==> config.mk <==
export PLATFORM = sky130hd
export DESIGN_NAME = plar_top
export DESIGN_NICKNAME = d
export VERILOG_FILES = /design/src/rtl/plar_pw_gen.v /design/src/rtl/plar_top.v
export VERILOG_INCLUDE_DIRS = /design/src /design/src/rtl
export SDC_FILE = /design/constraint.sdc
export NUM_CORES = 1
export LEC_CHECK = 0
export BUFFER_PORTS_ARGS = -buffer_cell sky130_fd_sc_hd__buf_2
export CORE_UTILIZATION = 53
export DETAILED_ROUTE_END_ITERATION = 6
export HOLD_SLACK_MARGIN = 0.05
export PLACE_DENSITY = 0.77
export SYNTH_ARGS = -nofsm -noshare
export SYNTH_HDL_FRONTEND = slang
export SYNTH_SLANG_ARGS = --single-unit
==> constraint.sdc <==
create_clock -name clk_sys -period 3.25 [get_ports clk_sys]
set_input_delay 0.325 -clock clk_sys [delete_from_list [all_inputs] [get_ports clk_sys]]
set_output_delay 0.325 -clock clk_sys [all_outputs]
set_load 0.005 [all_outputs]
==> src/rtl/plar_regs.vh <==
// Register offsets, field positions, reset values and timing counts.
`ifndef PLAR_REGS_VH
`define PLAR_REGS_VH

// =========================================================
// Register byte offsets
`define PLAR_OFS_CTRL 12'h000
`define PLAR_OFS_STATUS 12'h004
`define PLAR_OFS_IRQ_STAT 12'h008
`define PLAR_OFS_IRQ_EN 12'h00C
`define PLAR_OFS_IRQ_GEN 12'h010
`define PLAR_OFS_LM_REQ 12'h014
`define PLAR_OFS_LM_RESP 12'h018
`define PLAR_OFS_ACKID 12'h01C

// =========================================================
// Control register fields
`define PLAR_CTRL_ISOLATE 0
`define PLAR_CTRL_TX_ALLOW 1
`define PLAR_CTRL_RX_ALLOW 2
`define PLAR_CTRL_RESET 3'h0

// =========================================================
// Status register fields
`define PLAR_ST_HEALTHY 0
`define PLAR_ST_NOT_INIT 1
`define PLAR_ST_FLUSHING 2

// =========================================================
// Interrupt fields
`define PLAR_IRQ_LINK_UP 0
`define PLAR_IRQ_EN_RESET 1'h1

// =========================================================
// Link maintenance and ackID fields
`define PLAR_ACKID_W 5
`define PLAR_CMD_W 3
`define PLAR_LSTAT_W 5
`define PLAR_RESP_VALID 31
`define PLAR_RESP_ACKID_LSB 5
`define PLAR_ACK_IN_LSB 24
`define PLAR_ACK_OUTST_LSB 8
`define PLAR_ACK_OUT_LSB 0
`define PLAR_ACK_IN_WR 31
`define PLAR_ACK_OUT_WR 30

// =========================================================
// Timing
`define PLAR_CLK_MHZ 200
`define PLAR_ISO_HOLD_NS 50000
`define PLAR_ISO_HOLD_CYC (`PLAR_ISO_HOLD_NS * `PLAR_CLK_MHZ / 1000)
`define PLAR_PW_PERIOD_CYC 100000

`endif

==> src/rtl/plar_pw_gen.v <==
// Port-write notification generator with coalescing of link events.
`timescale 1ns/1ps
module plar_pw_gen #(
  parameter NPORTS = 4,
  parameter PERIOD = 100000
) (
  input wire clk_sys,
  input wire rst,
  input wire isolate,
  input wire [NPORTS-1:0] link_up_vec,
  input wire pw_ack,
  output reg pw_req
);

  // =========================================================
  // Edge detection over all ports
  reg [NPORTS-1:0] link_up_q;
  reg [31:0] period_cnt;
  wire any_rise;
  wire repeat_tick;

  assign any_rise = |(link_up_vec & ~link_up_q);
  assign repeat_tick = isolate && link_up_vec[0] && (period_cnt == 32'h0);

  always @(posedge clk_sys) begin
    if (rst) begin
      link_up_q <= {NPORTS{1'b0}};
    end else begin
      link_up_q <= link_up_vec;
    end
  end

  // =========================================================
  // Repeat timer while the local port is isolated and up
  always @(posedge clk_sys) begin
    if (rst) begin
      period_cnt <= 32'h0;
    end else if (!(isolate && link_up_vec[0]) || period_cnt == 32'h0) begin
      period_cnt <= PERIOD - 1;
    end else begin
      period_cnt <= period_cnt - 32'h1;
    end
  end

  // =========================================================
  // Request flag
  // Several ports rising together make a single request, so the host
  // is not flooded when a whole shelf powers up at once.
  always @(posedge clk_sys) begin
    if (rst) begin
      pw_req <= 1'b0;
    end else if ((isolate && any_rise) || repeat_tick) begin // RULE10 RULE11
      pw_req <= 1'b1;
    end else if (pw_ack) begin
      pw_req <= 1'b0;
    end
  end

endmodule // plar_pw_gen

==> src/rtl/plar_top.v <==
// Port isolation, link-up notification and ackID recovery registers.
//
// Chosen here: the APB slave port and the register offsets.
`timescale 1ns/1ps
`include "plar_regs.vh"

// Summary of operation
// RULE1: Setting isolation flushes every packet in ingress and egress buffers.
// RULE2: Host holds isolation at least 50 us so the flush completes.
// RULE3: While isolated only link-request and link-response symbols pass.
// RULE4: Not isolated, transmit-allow gates non-maintenance outbound packets.
// RULE5: Not isolated, receive-allow gates non-maintenance inbound packets.
// RULE6: Link-up flag sets on link initialisation only while isolated.
// RULE7: Link-up interrupt raised only while its enable is nonzero.
// RULE8: Writing the force bit raises a link-up interrupt artificially.
// RULE9: Interrupt stays while flag set; host clears flag to end it.
// RULE10: Isolated with link up, port-writes repeat to announce new parts.
// RULE11: Ports activating together yield one single port-write.
// RULE12: Healthy bit set only while the port can carry traffic.
// RULE13: Not-initialised bit reads set whenever the link is down.
// RULE14: Request write sends link request; reply lands in response register.
// RULE15: AckID register shows inbound, outbound, outstanding; outbound writable.
// RULE16: Host writes partner ackIDs at priority 2, inbound plus one.
// RULE17: Host programs switch outbound before the partner's outbound.
// RULE18: No packets until outbound matches partner's expected inbound.
// RULE19: Late-updating partner: wait timeout, request again, compare.
// RULE20: Partner without recovery registers: host zeroes switch inbound.
// RULE21: Host checks and clears error bits throughout recovery.
// RULE22: Isolated port drops fabric packets and refuses partner packets.
module plar_top #(
  parameter NPEERS = 3,
  parameter ISO_HOLD_CYC = `PLAR_ISO_HOLD_CYC,
  parameter PW_PERIOD_CYC = `PLAR_PW_PERIOD_CYC
) (
  input wire clk_sys,
  input wire rst,
  input wire psel,
  input wire penable,
  input wire pwrite,
  input wire [11:0] paddr,
  input wire [31:0] pwdata,
  output reg [31:0] prdata,
  output reg pready,
  output reg pslverr,
  input wire link_init,
  input wire [NPEERS-1:0] peer_link_init,
  input wire [`PLAR_ACKID_W-1:0] ackid_inbound,
  input wire [`PLAR_ACKID_W-1:0] ackid_outbound,
  input wire [`PLAR_ACKID_W-1:0] ackid_outstanding,
  output reg ackid_in_load,
  output reg ackid_out_load,
  output reg [`PLAR_ACKID_W-1:0] ackid_load_value,
  output reg lreq_valid,
  output reg [`PLAR_CMD_W-1:0] lreq_cmd,
  input wire lresp_valid,
  input wire [`PLAR_ACKID_W-1:0] partner_next_ackid,
  input wire [`PLAR_LSTAT_W-1:0] lresp_status,
  output reg flush_ingress,
  output reg flush_egress,
  output reg ctrl_sym_only,
  output reg tx_pkt_allow,
  output reg rx_pkt_allow,
  output reg tx_maint_allow,
  output reg rx_maint_allow,
  output reg irq_link_up,
  output reg pw_req,
  input wire pw_ack
);

  // =========================================================
  // Address decode
  function is_reg;
    input [11:0] addr;
    input [11:0] ofs;
    begin
      is_reg = (addr == ofs);
    end
  endfunction

  wire setup_ph;
  wire wr_fire;
  wire rd_hit;
  assign setup_ph = psel && !penable;
  assign wr_fire = psel && penable && pready && pwrite;
  assign rd_hit = is_reg(paddr, `PLAR_OFS_CTRL) ||
                  is_reg(paddr, `PLAR_OFS_STATUS) ||
                  is_reg(paddr, `PLAR_OFS_IRQ_STAT) ||
                  is_reg(paddr, `PLAR_OFS_IRQ_EN) ||
                  is_reg(paddr, `PLAR_OFS_IRQ_GEN) ||
                  is_reg(paddr, `PLAR_OFS_LM_REQ) ||
                  is_reg(paddr, `PLAR_OFS_LM_RESP) ||
                  is_reg(paddr, `PLAR_OFS_ACKID);

  // =========================================================
  // Write strobes shared by several registers
  wire wr_lm_req;
  wire wr_ackid;
  assign wr_lm_req = wr_fire && is_reg(paddr, `PLAR_OFS_LM_REQ);
  assign wr_ackid = wr_fire && is_reg(paddr, `PLAR_OFS_ACKID);

  // =========================================================
  // Software state
  reg [2:0] ctrl;
  reg link_up_flag;
  reg link_up_en;
  reg link_init_q;
  reg resp_valid;
  reg [`PLAR_ACKID_W-1:0] resp_ackid;
  reg [`PLAR_LSTAT_W-1:0] resp_status;
  reg [31:0] hold_cnt;
  reg flushing;
  reg [31:0] next_rdata;
  wire isolate;
  wire tx_allow;
  wire rx_allow;
  wire iso_rise;
  wire link_rise;
  wire force_wr;
  wire clr_wr;
  wire pw_req_int;

  assign isolate = ctrl[`PLAR_CTRL_ISOLATE];
  assign tx_allow = ctrl[`PLAR_CTRL_TX_ALLOW];
  assign rx_allow = ctrl[`PLAR_CTRL_RX_ALLOW];
  assign iso_rise = wr_fire && is_reg(paddr, `PLAR_OFS_CTRL) &&
                    pwdata[`PLAR_CTRL_ISOLATE] && !isolate;
  assign link_rise = link_init && !link_init_q;
  assign force_wr = wr_fire && is_reg(paddr, `PLAR_OFS_IRQ_GEN) &&
                    pwdata[`PLAR_IRQ_LINK_UP];
  assign clr_wr = wr_fire && is_reg(paddr, `PLAR_OFS_IRQ_STAT) &&
                  pwdata[`PLAR_IRQ_LINK_UP];

  // =========================================================
  // APB slave: no wait state, answer registered
  // The read value is latched in the setup cycle so prdata comes
  // straight from a flop without adding any wait state.
  always @(posedge clk_sys) begin
    if (rst) begin
      pready <= 1'b0;
      pslverr <= 1'b0;
      prdata <= 32'h0;
    end else if (setup_ph) begin
      pready <= 1'b1;
      pslverr <= !rd_hit;
      prdata <= (pwrite || !rd_hit) ? 32'h0 : next_rdata;
    end else begin
      pready <= 1'b0;
      pslverr <= 1'b0;
    end
  end

  // Unmapped offsets read as zero and answer with an error.
  always @* begin
    next_rdata = 32'h0;
    case (paddr)
      `PLAR_OFS_CTRL: begin
        next_rdata[2:0] = ctrl;
      end
      `PLAR_OFS_STATUS: begin
        next_rdata[`PLAR_ST_HEALTHY] = link_init && !isolate && !flushing; // RULE12
        next_rdata[`PLAR_ST_NOT_INIT] = !link_init; // RULE13
        next_rdata[`PLAR_ST_FLUSHING] = flushing;
      end
      `PLAR_OFS_IRQ_STAT: begin
        next_rdata[`PLAR_IRQ_LINK_UP] = link_up_flag;
      end
      `PLAR_OFS_IRQ_EN: begin
        next_rdata[`PLAR_IRQ_LINK_UP] = link_up_en;
      end
      `PLAR_OFS_LM_REQ: begin
        next_rdata[`PLAR_CMD_W-1:0] = lreq_cmd;
      end
      `PLAR_OFS_LM_RESP: begin
        next_rdata[`PLAR_RESP_VALID] = resp_valid;
        next_rdata[`PLAR_RESP_ACKID_LSB+`PLAR_ACKID_W-1:
                   `PLAR_RESP_ACKID_LSB] = resp_ackid;
        next_rdata[`PLAR_LSTAT_W-1:0] = resp_status;
      end
      `PLAR_OFS_ACKID: begin
        next_rdata[`PLAR_ACK_IN_LSB+`PLAR_ACKID_W-1:
                   `PLAR_ACK_IN_LSB] = ackid_inbound; // RULE15
        next_rdata[`PLAR_ACK_OUTST_LSB+`PLAR_ACKID_W-1:
                   `PLAR_ACK_OUTST_LSB] = ackid_outstanding; // RULE15
        next_rdata[`PLAR_ACK_OUT_LSB+`PLAR_ACKID_W-1:
                   `PLAR_ACK_OUT_LSB] = ackid_outbound; // RULE15
      end
      default: begin
        next_rdata = 32'h0;
      end
    endcase
  end

  // =========================================================
  // Control and enable registers
  // Reserved control bits read back as zero and ignore writes.
  always @(posedge clk_sys) begin
    if (rst) begin
      ctrl <= `PLAR_CTRL_RESET;
      link_up_en <= `PLAR_IRQ_EN_RESET;
    end else if (wr_fire) begin
      if (is_reg(paddr, `PLAR_OFS_CTRL)) begin
        ctrl <= pwdata[2:0];
      end
      if (is_reg(paddr, `PLAR_OFS_IRQ_EN)) begin
        link_up_en <= pwdata[`PLAR_IRQ_LINK_UP];
      end
    end
  end

  // =========================================================
  // Flush and isolation hold timer
  // The flush runs for the full hold time even if software lifts
  // isolation early; dropping it half way could leave stale packets.
  always @(posedge clk_sys) begin
    if (rst) begin
      hold_cnt <= 32'h0;
      flushing <= 1'b0;
      flush_ingress <= 1'b0;
      flush_egress <= 1'b0;
    end else begin
      if (iso_rise) begin
        hold_cnt <= ISO_HOLD_CYC - 1;
        flushing <= 1'b1;
      end else if (hold_cnt != 32'h0) begin
        hold_cnt <= hold_cnt - 32'h1;
      end else begin
        flushing <= 1'b0;
      end
      flush_ingress <= iso_rise || flushing; // RULE1 RULE2
      flush_egress <= iso_rise || flushing; // RULE1 RULE2
    end
  end

  // =========================================================
  // Packet gating
  // Maintenance traffic is held off during the flush as well, so nothing
  // new lands in a buffer that is being emptied.
  always @(posedge clk_sys) begin
    if (rst) begin
      ctrl_sym_only <= 1'b0;
      tx_pkt_allow <= 1'b0;
      rx_pkt_allow <= 1'b0;
      tx_maint_allow <= 1'b0;
      rx_maint_allow <= 1'b0;
    end else begin
      ctrl_sym_only <= isolate; // RULE3
      tx_pkt_allow <= !isolate && !flushing && tx_allow; // RULE4 RULE22
      rx_pkt_allow <= !isolate && !flushing && rx_allow; // RULE5 RULE22
      tx_maint_allow <= !isolate && !flushing; // RULE3 RULE22
      rx_maint_allow <= !isolate && !flushing; // RULE3 RULE22
    end
  end

  // =========================================================
  // Link-up flag and interrupt
  // Masking hides the interrupt but keeps the flag, so a poll still sees
  // an insertion that happened while the line was masked.
  always @(posedge clk_sys) begin
    if (rst) begin
      link_init_q <= 1'b0;
      link_up_flag <= 1'b0;
      irq_link_up <= 1'b0;
    end else begin
      link_init_q <= link_init;
      // A new event in the clearing cycle wins over the clear.
      if ((link_rise && isolate) || force_wr) begin // RULE6 RULE8
        link_up_flag <= 1'b1;
      end else if (clr_wr) begin // RULE9
        link_up_flag <= 1'b0;
      end
      irq_link_up <= link_up_flag && link_up_en; // RULE7 RULE9
    end
  end

  // =========================================================
  // Link maintenance request and response
  always @(posedge clk_sys) begin
    if (rst) begin
      lreq_valid <= 1'b0;
      lreq_cmd <= {`PLAR_CMD_W{1'b0}};
      resp_valid <= 1'b0;
      resp_ackid <= {`PLAR_ACKID_W{1'b0}};
      resp_status <= {`PLAR_LSTAT_W{1'b0}};
    end else begin
      lreq_valid <= wr_lm_req; // RULE14
      if (wr_lm_req) begin
        lreq_cmd <= pwdata[`PLAR_CMD_W-1:0];
      end
      // A new request drops the old answer unless a reply lands in the same cycle;
      // that stale reply wins and still reads as valid after the new request.
      if (lresp_valid) begin // RULE14
        resp_valid <= 1'b1;
        resp_ackid <= partner_next_ackid;
        resp_status <= lresp_status;
      end else if (wr_lm_req) begin
        resp_valid <= 1'b0;
      end
    end
  end

  // =========================================================
  // AckID reprogramming
  // Inbound is loadable too so that a partner without recovery
  // registers can be met by zeroing the local inbound value.
  always @(posedge clk_sys) begin
    if (rst) begin
      ackid_in_load <= 1'b0;
      ackid_out_load <= 1'b0;
      ackid_load_value <= {`PLAR_ACKID_W{1'b0}};
    end else begin
      ackid_in_load <= wr_ackid &&
                       pwdata[`PLAR_ACK_IN_WR]; // RULE20
      ackid_out_load <= wr_ackid &&
                        pwdata[`PLAR_ACK_OUT_WR]; // RULE15 RULE18
      if (wr_ackid) begin
        ackid_load_value <= pwdata[`PLAR_ACKID_W-1:0];
      end
    end
  end

  // =========================================================
  // Port-write notification
  plar_pw_gen #(
    .NPORTS(NPEERS + 1),
    .PERIOD(PW_PERIOD_CYC)
  ) u_pw (
    .clk_sys(clk_sys),
    .rst(rst),
    .isolate(isolate),
    .link_up_vec({peer_link_init, link_init}),
    .pw_ack(pw_ack),
    .pw_req(pw_req_int)
  );

  // The registered copy drops in the acknowledge cycle itself, so the
  // request never outlives its acknowledge by a cycle.
  always @(posedge clk_sys) begin
    if (rst) begin
      pw_req <= 1'b0;
    end else begin
      pw_req <= pw_req_int && !pw_ack; // RULE10
    end
  end

endmodule // plar_top

[After elaboration in Yosys (flattened, before gate mapping)]
Index checks and enable logic that the tools add are counted.
Storage, ports and cells
  RAM bits: 0
  register bits: 139
  memories kept: 0
  output and inout bits: 54
  bits in read-only memories: 0
  latch bits: 0
Cells by class
  order comparisons: 0
  equal/unequal tests: 8
  multipliers: 0
  add/sub/neg operators: 2
  div/mod/pow operators: 0
  shift-type cells: 0
  multiplexer cells: 21
  bitwise gates (word level): 3
  reduce and logical (&&, ||, !) cells: 60
Operator list (number)
  $sub 32x1->32 const B: 2
  $eq 12x5->1 const B: 4
  $logic_not 32->1: 1
  $mux 32: 1
  $reduce_bool 32->1: 1
  $mux 14: 2
  $logic_and 1x1->1: 27
  $eq 12x4->1 const B: 2
  $mux 17: 1
  $eq 12x3->1 const B: 1
  $logic_not 12->1: 1
  $logic_or 1x1->1: 12
  $mux 1: 10
  $pmux 2 s5: 1
  $logic_not 1->1: 8
  $pmux 2 s2: 2
  $reduce_bool 2->1: 4
  $pmux 1 s7: 1
  $mux 3: 2
  $reduce_or 2->1: 3
  $mux 5: 1
  $and 4x4->4: 1
  $not 4->4: 1
  $reduce_and 2->1: 2
  other kinds (3): 3

[Logic depth before layout (Yosys ltp)]
  depth after elaboration: 11
  depth in mapped cells: 8

[By module]
A second synthesis with hierarchy kept.
Unflattened totals
  cells, all modules: 623
  area total of the unflattened synthesis: 5609.1 um2
By module, submodules not included
  plar_top: area each 4000.1 um2, instances 1, cells each 444, sequential area each 1781.7 um2
  plar_pw_gen: area each 1609.0 um2, instances 1, cells each 179, sequential area each 740.7 um2

[Least setup slack after synthesis]
No wires, ideal clock.
  path type: flip-flop to flip-flop
  start: register hold_cnt[15]
  end: register hold_cnt[27]
  period minus slack after synthesis: 2370 ps
  setup time: 70 ps
  data required time: 3180 ps
  buffers on the path: 1
  stages on the path, launching flop included: 7
  arrival time: 2300 ps
  setup slack: 880 ps
  cell sequence: dfxtp_1 > or4_4 > or3_4 > a2111o_1 > buf_6 > or4_1 > a21oi_1
Between the ends
  cells in the longest elaborated chain, start to end: 1
  elaborated cells between the ends (all ways): 2
  classes of those cells: 1 x add/sub; 1 x reduce/logical
Ends and longest elaborated chain
  start: declaration: line plar_top.v:110  | reg [31:0] hold_cnt;
  start signal: assignment: line plar_top.v:222  | hold_cnt <= ISO_HOLD_CYC - 1;
  start signal: assignment: line plar_top.v:225  | hold_cnt <= hold_cnt - 32'h1;
  $sub 32x1->32 / $reduce_bool 32->1 (equally long branches): line plar_top.v:225, plar_top.v:224
Several ways; a longest one is shown, not always the timed one.
A chain may end at the register's enable or synchronous reset.

[Worst setup path after layout]
  start: register hold_cnt[15]
  end: register hold_cnt[31]
The elaborated chain is that of the path after synthesis.

==> metrics.txt <==
area of the mapped netlist=5460 um2; Final Max Slew Viols=0; cts bufs inserted=17; CTS tree=built; setup TNS=0 ns; sequential element share of the synthesized area=45.8%; minimum clock period=2.59 ns; CP Max Fanout=11; PnR worst setup slack=0.664 ns; status=finished, final reports clean; htree depth=4; CTS Buffer Depth=2; Clock Pin Slew Worst Setup and Hold Paths=0.06 ns; share of layout cells above drive strength 1=19.4%; Slew headroom=48.8%; Post-synth top flop=dfxtp_1; DR iter-0 viols=260; Synth warnings=0; Clock Latency Late Sink=0.52 ns; LEAKAGE=0.00276 uW; Mapped Cells=618; worst hold path class=in -> reg; vias in the first global route=4584; most common cell after layout, fill and taps aside=dfxtp_1; cell depth of the worst flop-to-flop path=5; fin area=6620 um2; Area after DPL=5950 um2; gr usage total=24.2%; clk sinks=125; largest net degree at the start of global routing=51; final setup violating endpoints=0; Boundary Pins=134; Die H=104 um; wire per inst=14.6 um; CP required=3.68 ns; Yosys reg bits=125; Critical Path Start Type=flop; Worst R2R End=hold_cnt[31]$_SDFFE_PP0P_; Starting Density=55.4%; main area contributors after synthesis=dfxtp_1 (46%), nor2_1 (6.6%), mux2i_1 (5.5%); post-place setup slack=0.665 ns; Via Count=4909; # DRC=0; crit end category=flop; Post-DRT Antenna Nets=0; Post-DP HPWL=8430 um; num rows=36; # diodes=0; Yosys top cell area share=45.8%; FMAX=387 MHz; critical register-to-register path startpoint=hold_cnt[15]$_SDFFE_PP0P_; Crit. Startpoint=hold_cnt[15]$_SDFFE_PP0P_; vias per inst=5.71; chip width=104 um; P per Cell Area=836 nW/um2; Crit Path Class=reg -> reg; r2r setup slk=0.66 ns; Max Cap Viol=0; Die ar.=10700 um2; Root Driver=clkbuf_8; first-pass GRT wire length=21100 um; # resized after CTS=0; PortBufs=95; fillers=790; launch point of the worst hold path=ackid_inbound[4]; routability cong.=0.804; core area=9860 um2; unrepaired setup endpoints after global routing=no; post-synth top area cell=dfxtp_1; commonest cells after routing, fill and taps aside=dfxtp_1 (125), nor2_1 (96), buf_2 (95); Min-Delay Path Depth=3; Worst-Margin Slew=0.766 ns; Setup Fix Bufs, Post-CTS=0; Async SR Flop Fraction=0%; Post-synth EDFFs=0; Area Overhead vs Synth=21.1%; initial antenna violation count=0; Final period util=79.6%; nets=798; count of final hold-check violations=0; VDD IR max=0.820 mV; Overflow after GRT=0; Routed WL=12600 um; Hold Path End=prdata[28]$_SDFFE_PP0P_; Synth cell types=52; CP Data Arrival Time=3.02 ns; First-pass DRT Iterations=5; Syn Area/Cell=8.84 um2; Clock Skew=0.0126 ns
Yosys cell counts, drive strengths merged, types with 2 or more instances:
library cell	n
xnor2	29
dfxtp	125
buf	19
nand2b	4
nand4b	2
o31ai	15
nor2	96
inv	13
nand2	30
mux2i	30
or3	12
or4	15
nor2b	2
nor4	21
or2	5
o41ai	3
a22oi	14
nor4b	2
and3	5
a211oi	2
mux2	2
a2111oi	2
nand3	9
a21oi	34
nor3b	7
and4	3
nand3b	3
clkbuf	28
a311oi	7
nor3	26
xor2	4
nand4	11
and2	5
a31oi	6
o22ai	3
o21ai	10
ha	4
critical path: stages, from the launching register on:
cell and delay (ns):
dfxtp_1 0.33, or4_4 0.56, or3_4 0.41, a2111o_1 0.54
or4_1 0.51, a21oi_1 0.14
cell families after synthesis:
| logic type | after synthesis | share of synthesized area [%] |
|---|---|---|
| fa+ha+maj | 4 | 0.916 |
| mux | 32 | 5.91 |
| simple gates | 259 | 24.2 |
| xor+xnor | 33 | 5.29 |
| buf+inv | 60 | 5.31 |
| compound gates | 104 | 12.5 |
| flops | 125 | 45.8 |
| other cells | 1 | 0.0686 |
registers in the layout (all words and copies together), names as in the netlist, 3 cells and up:
signal and cells:
hold_cnt 32, u_pw.period_cnt 32, ctrl 3, ackid_load_value 5, resp_status 5, prdata 19, lreq_cmd 3, resp_ackid 5
u_pw.link_up_q 4
what timing repair did:
item	4_1_cts	5_1_grt
hold endpoints to repair	11	0
hold buffers	11	0
endpoints found under the setup margin	0	0
layout make-up:
cell class	instances	area [um2]	share of cell area [%]
Sequential cell	125	2500	37.8
Timing Repair Buffer	112	631	9.53
Inverter	13	48.8	0.737
Clock buffer	19	432	6.52
Clock inverter	12	123	1.85
Multi-Input combinational cell	445	2720	41.0
Tap cell	133	166	2.51
stage by stage:
step                hold WS (ns)  std cells  util, %  total power, uW
finish                    0.0589        859     67.1             5530
global route              0.0655        859     67.1             5880
CTS                       0.0519        859     67.1             5530
detailed placement         0.448        817     60.4             3740
global placement           0.432        817     60.4             3650
floorplan                  0.433        630        -             3360
power breakdown:
part	switching, uW	internal, uW	leakage [uW]
Combinational	1100	725	0.00147
Sequential	199	1740	0.00102
Clock	670	1100	0.000273
routing by layer:
layer / track usage, % / vias up / share of wire (%)
met5: 0 / - / 0
met4: 8.90 / 0 / 1.9
met3: 5.48 / 24 / 4.1
met2: 40.7 / 143 / 49
met1: 30.1 / 2357 / 45
li1: - / 2385 / -
how the worst max path moves through the flow:
stage,cells after the start,to,slack [ns]
after floorplan,6,hold_cnt[27]$_SDFFE_PP0P_,0.88
after global placement,5,hold_cnt[31]$_SDFFE_PP0P_,0.73
after detailed placement,5,hold_cnt[31]$_SDFFE_PP0P_,0.67
after CTS,5,hold_cnt[31]$_SDFFE_PP0P_,0.67
after global routing,5,hold_cnt[31]$_SDFFE_PP0P_,0.37
final,5,hold_cnt[31]$_SDFFE_PP0P_,0.66
No activity file was read; power rests on OpenSTA's default activity.
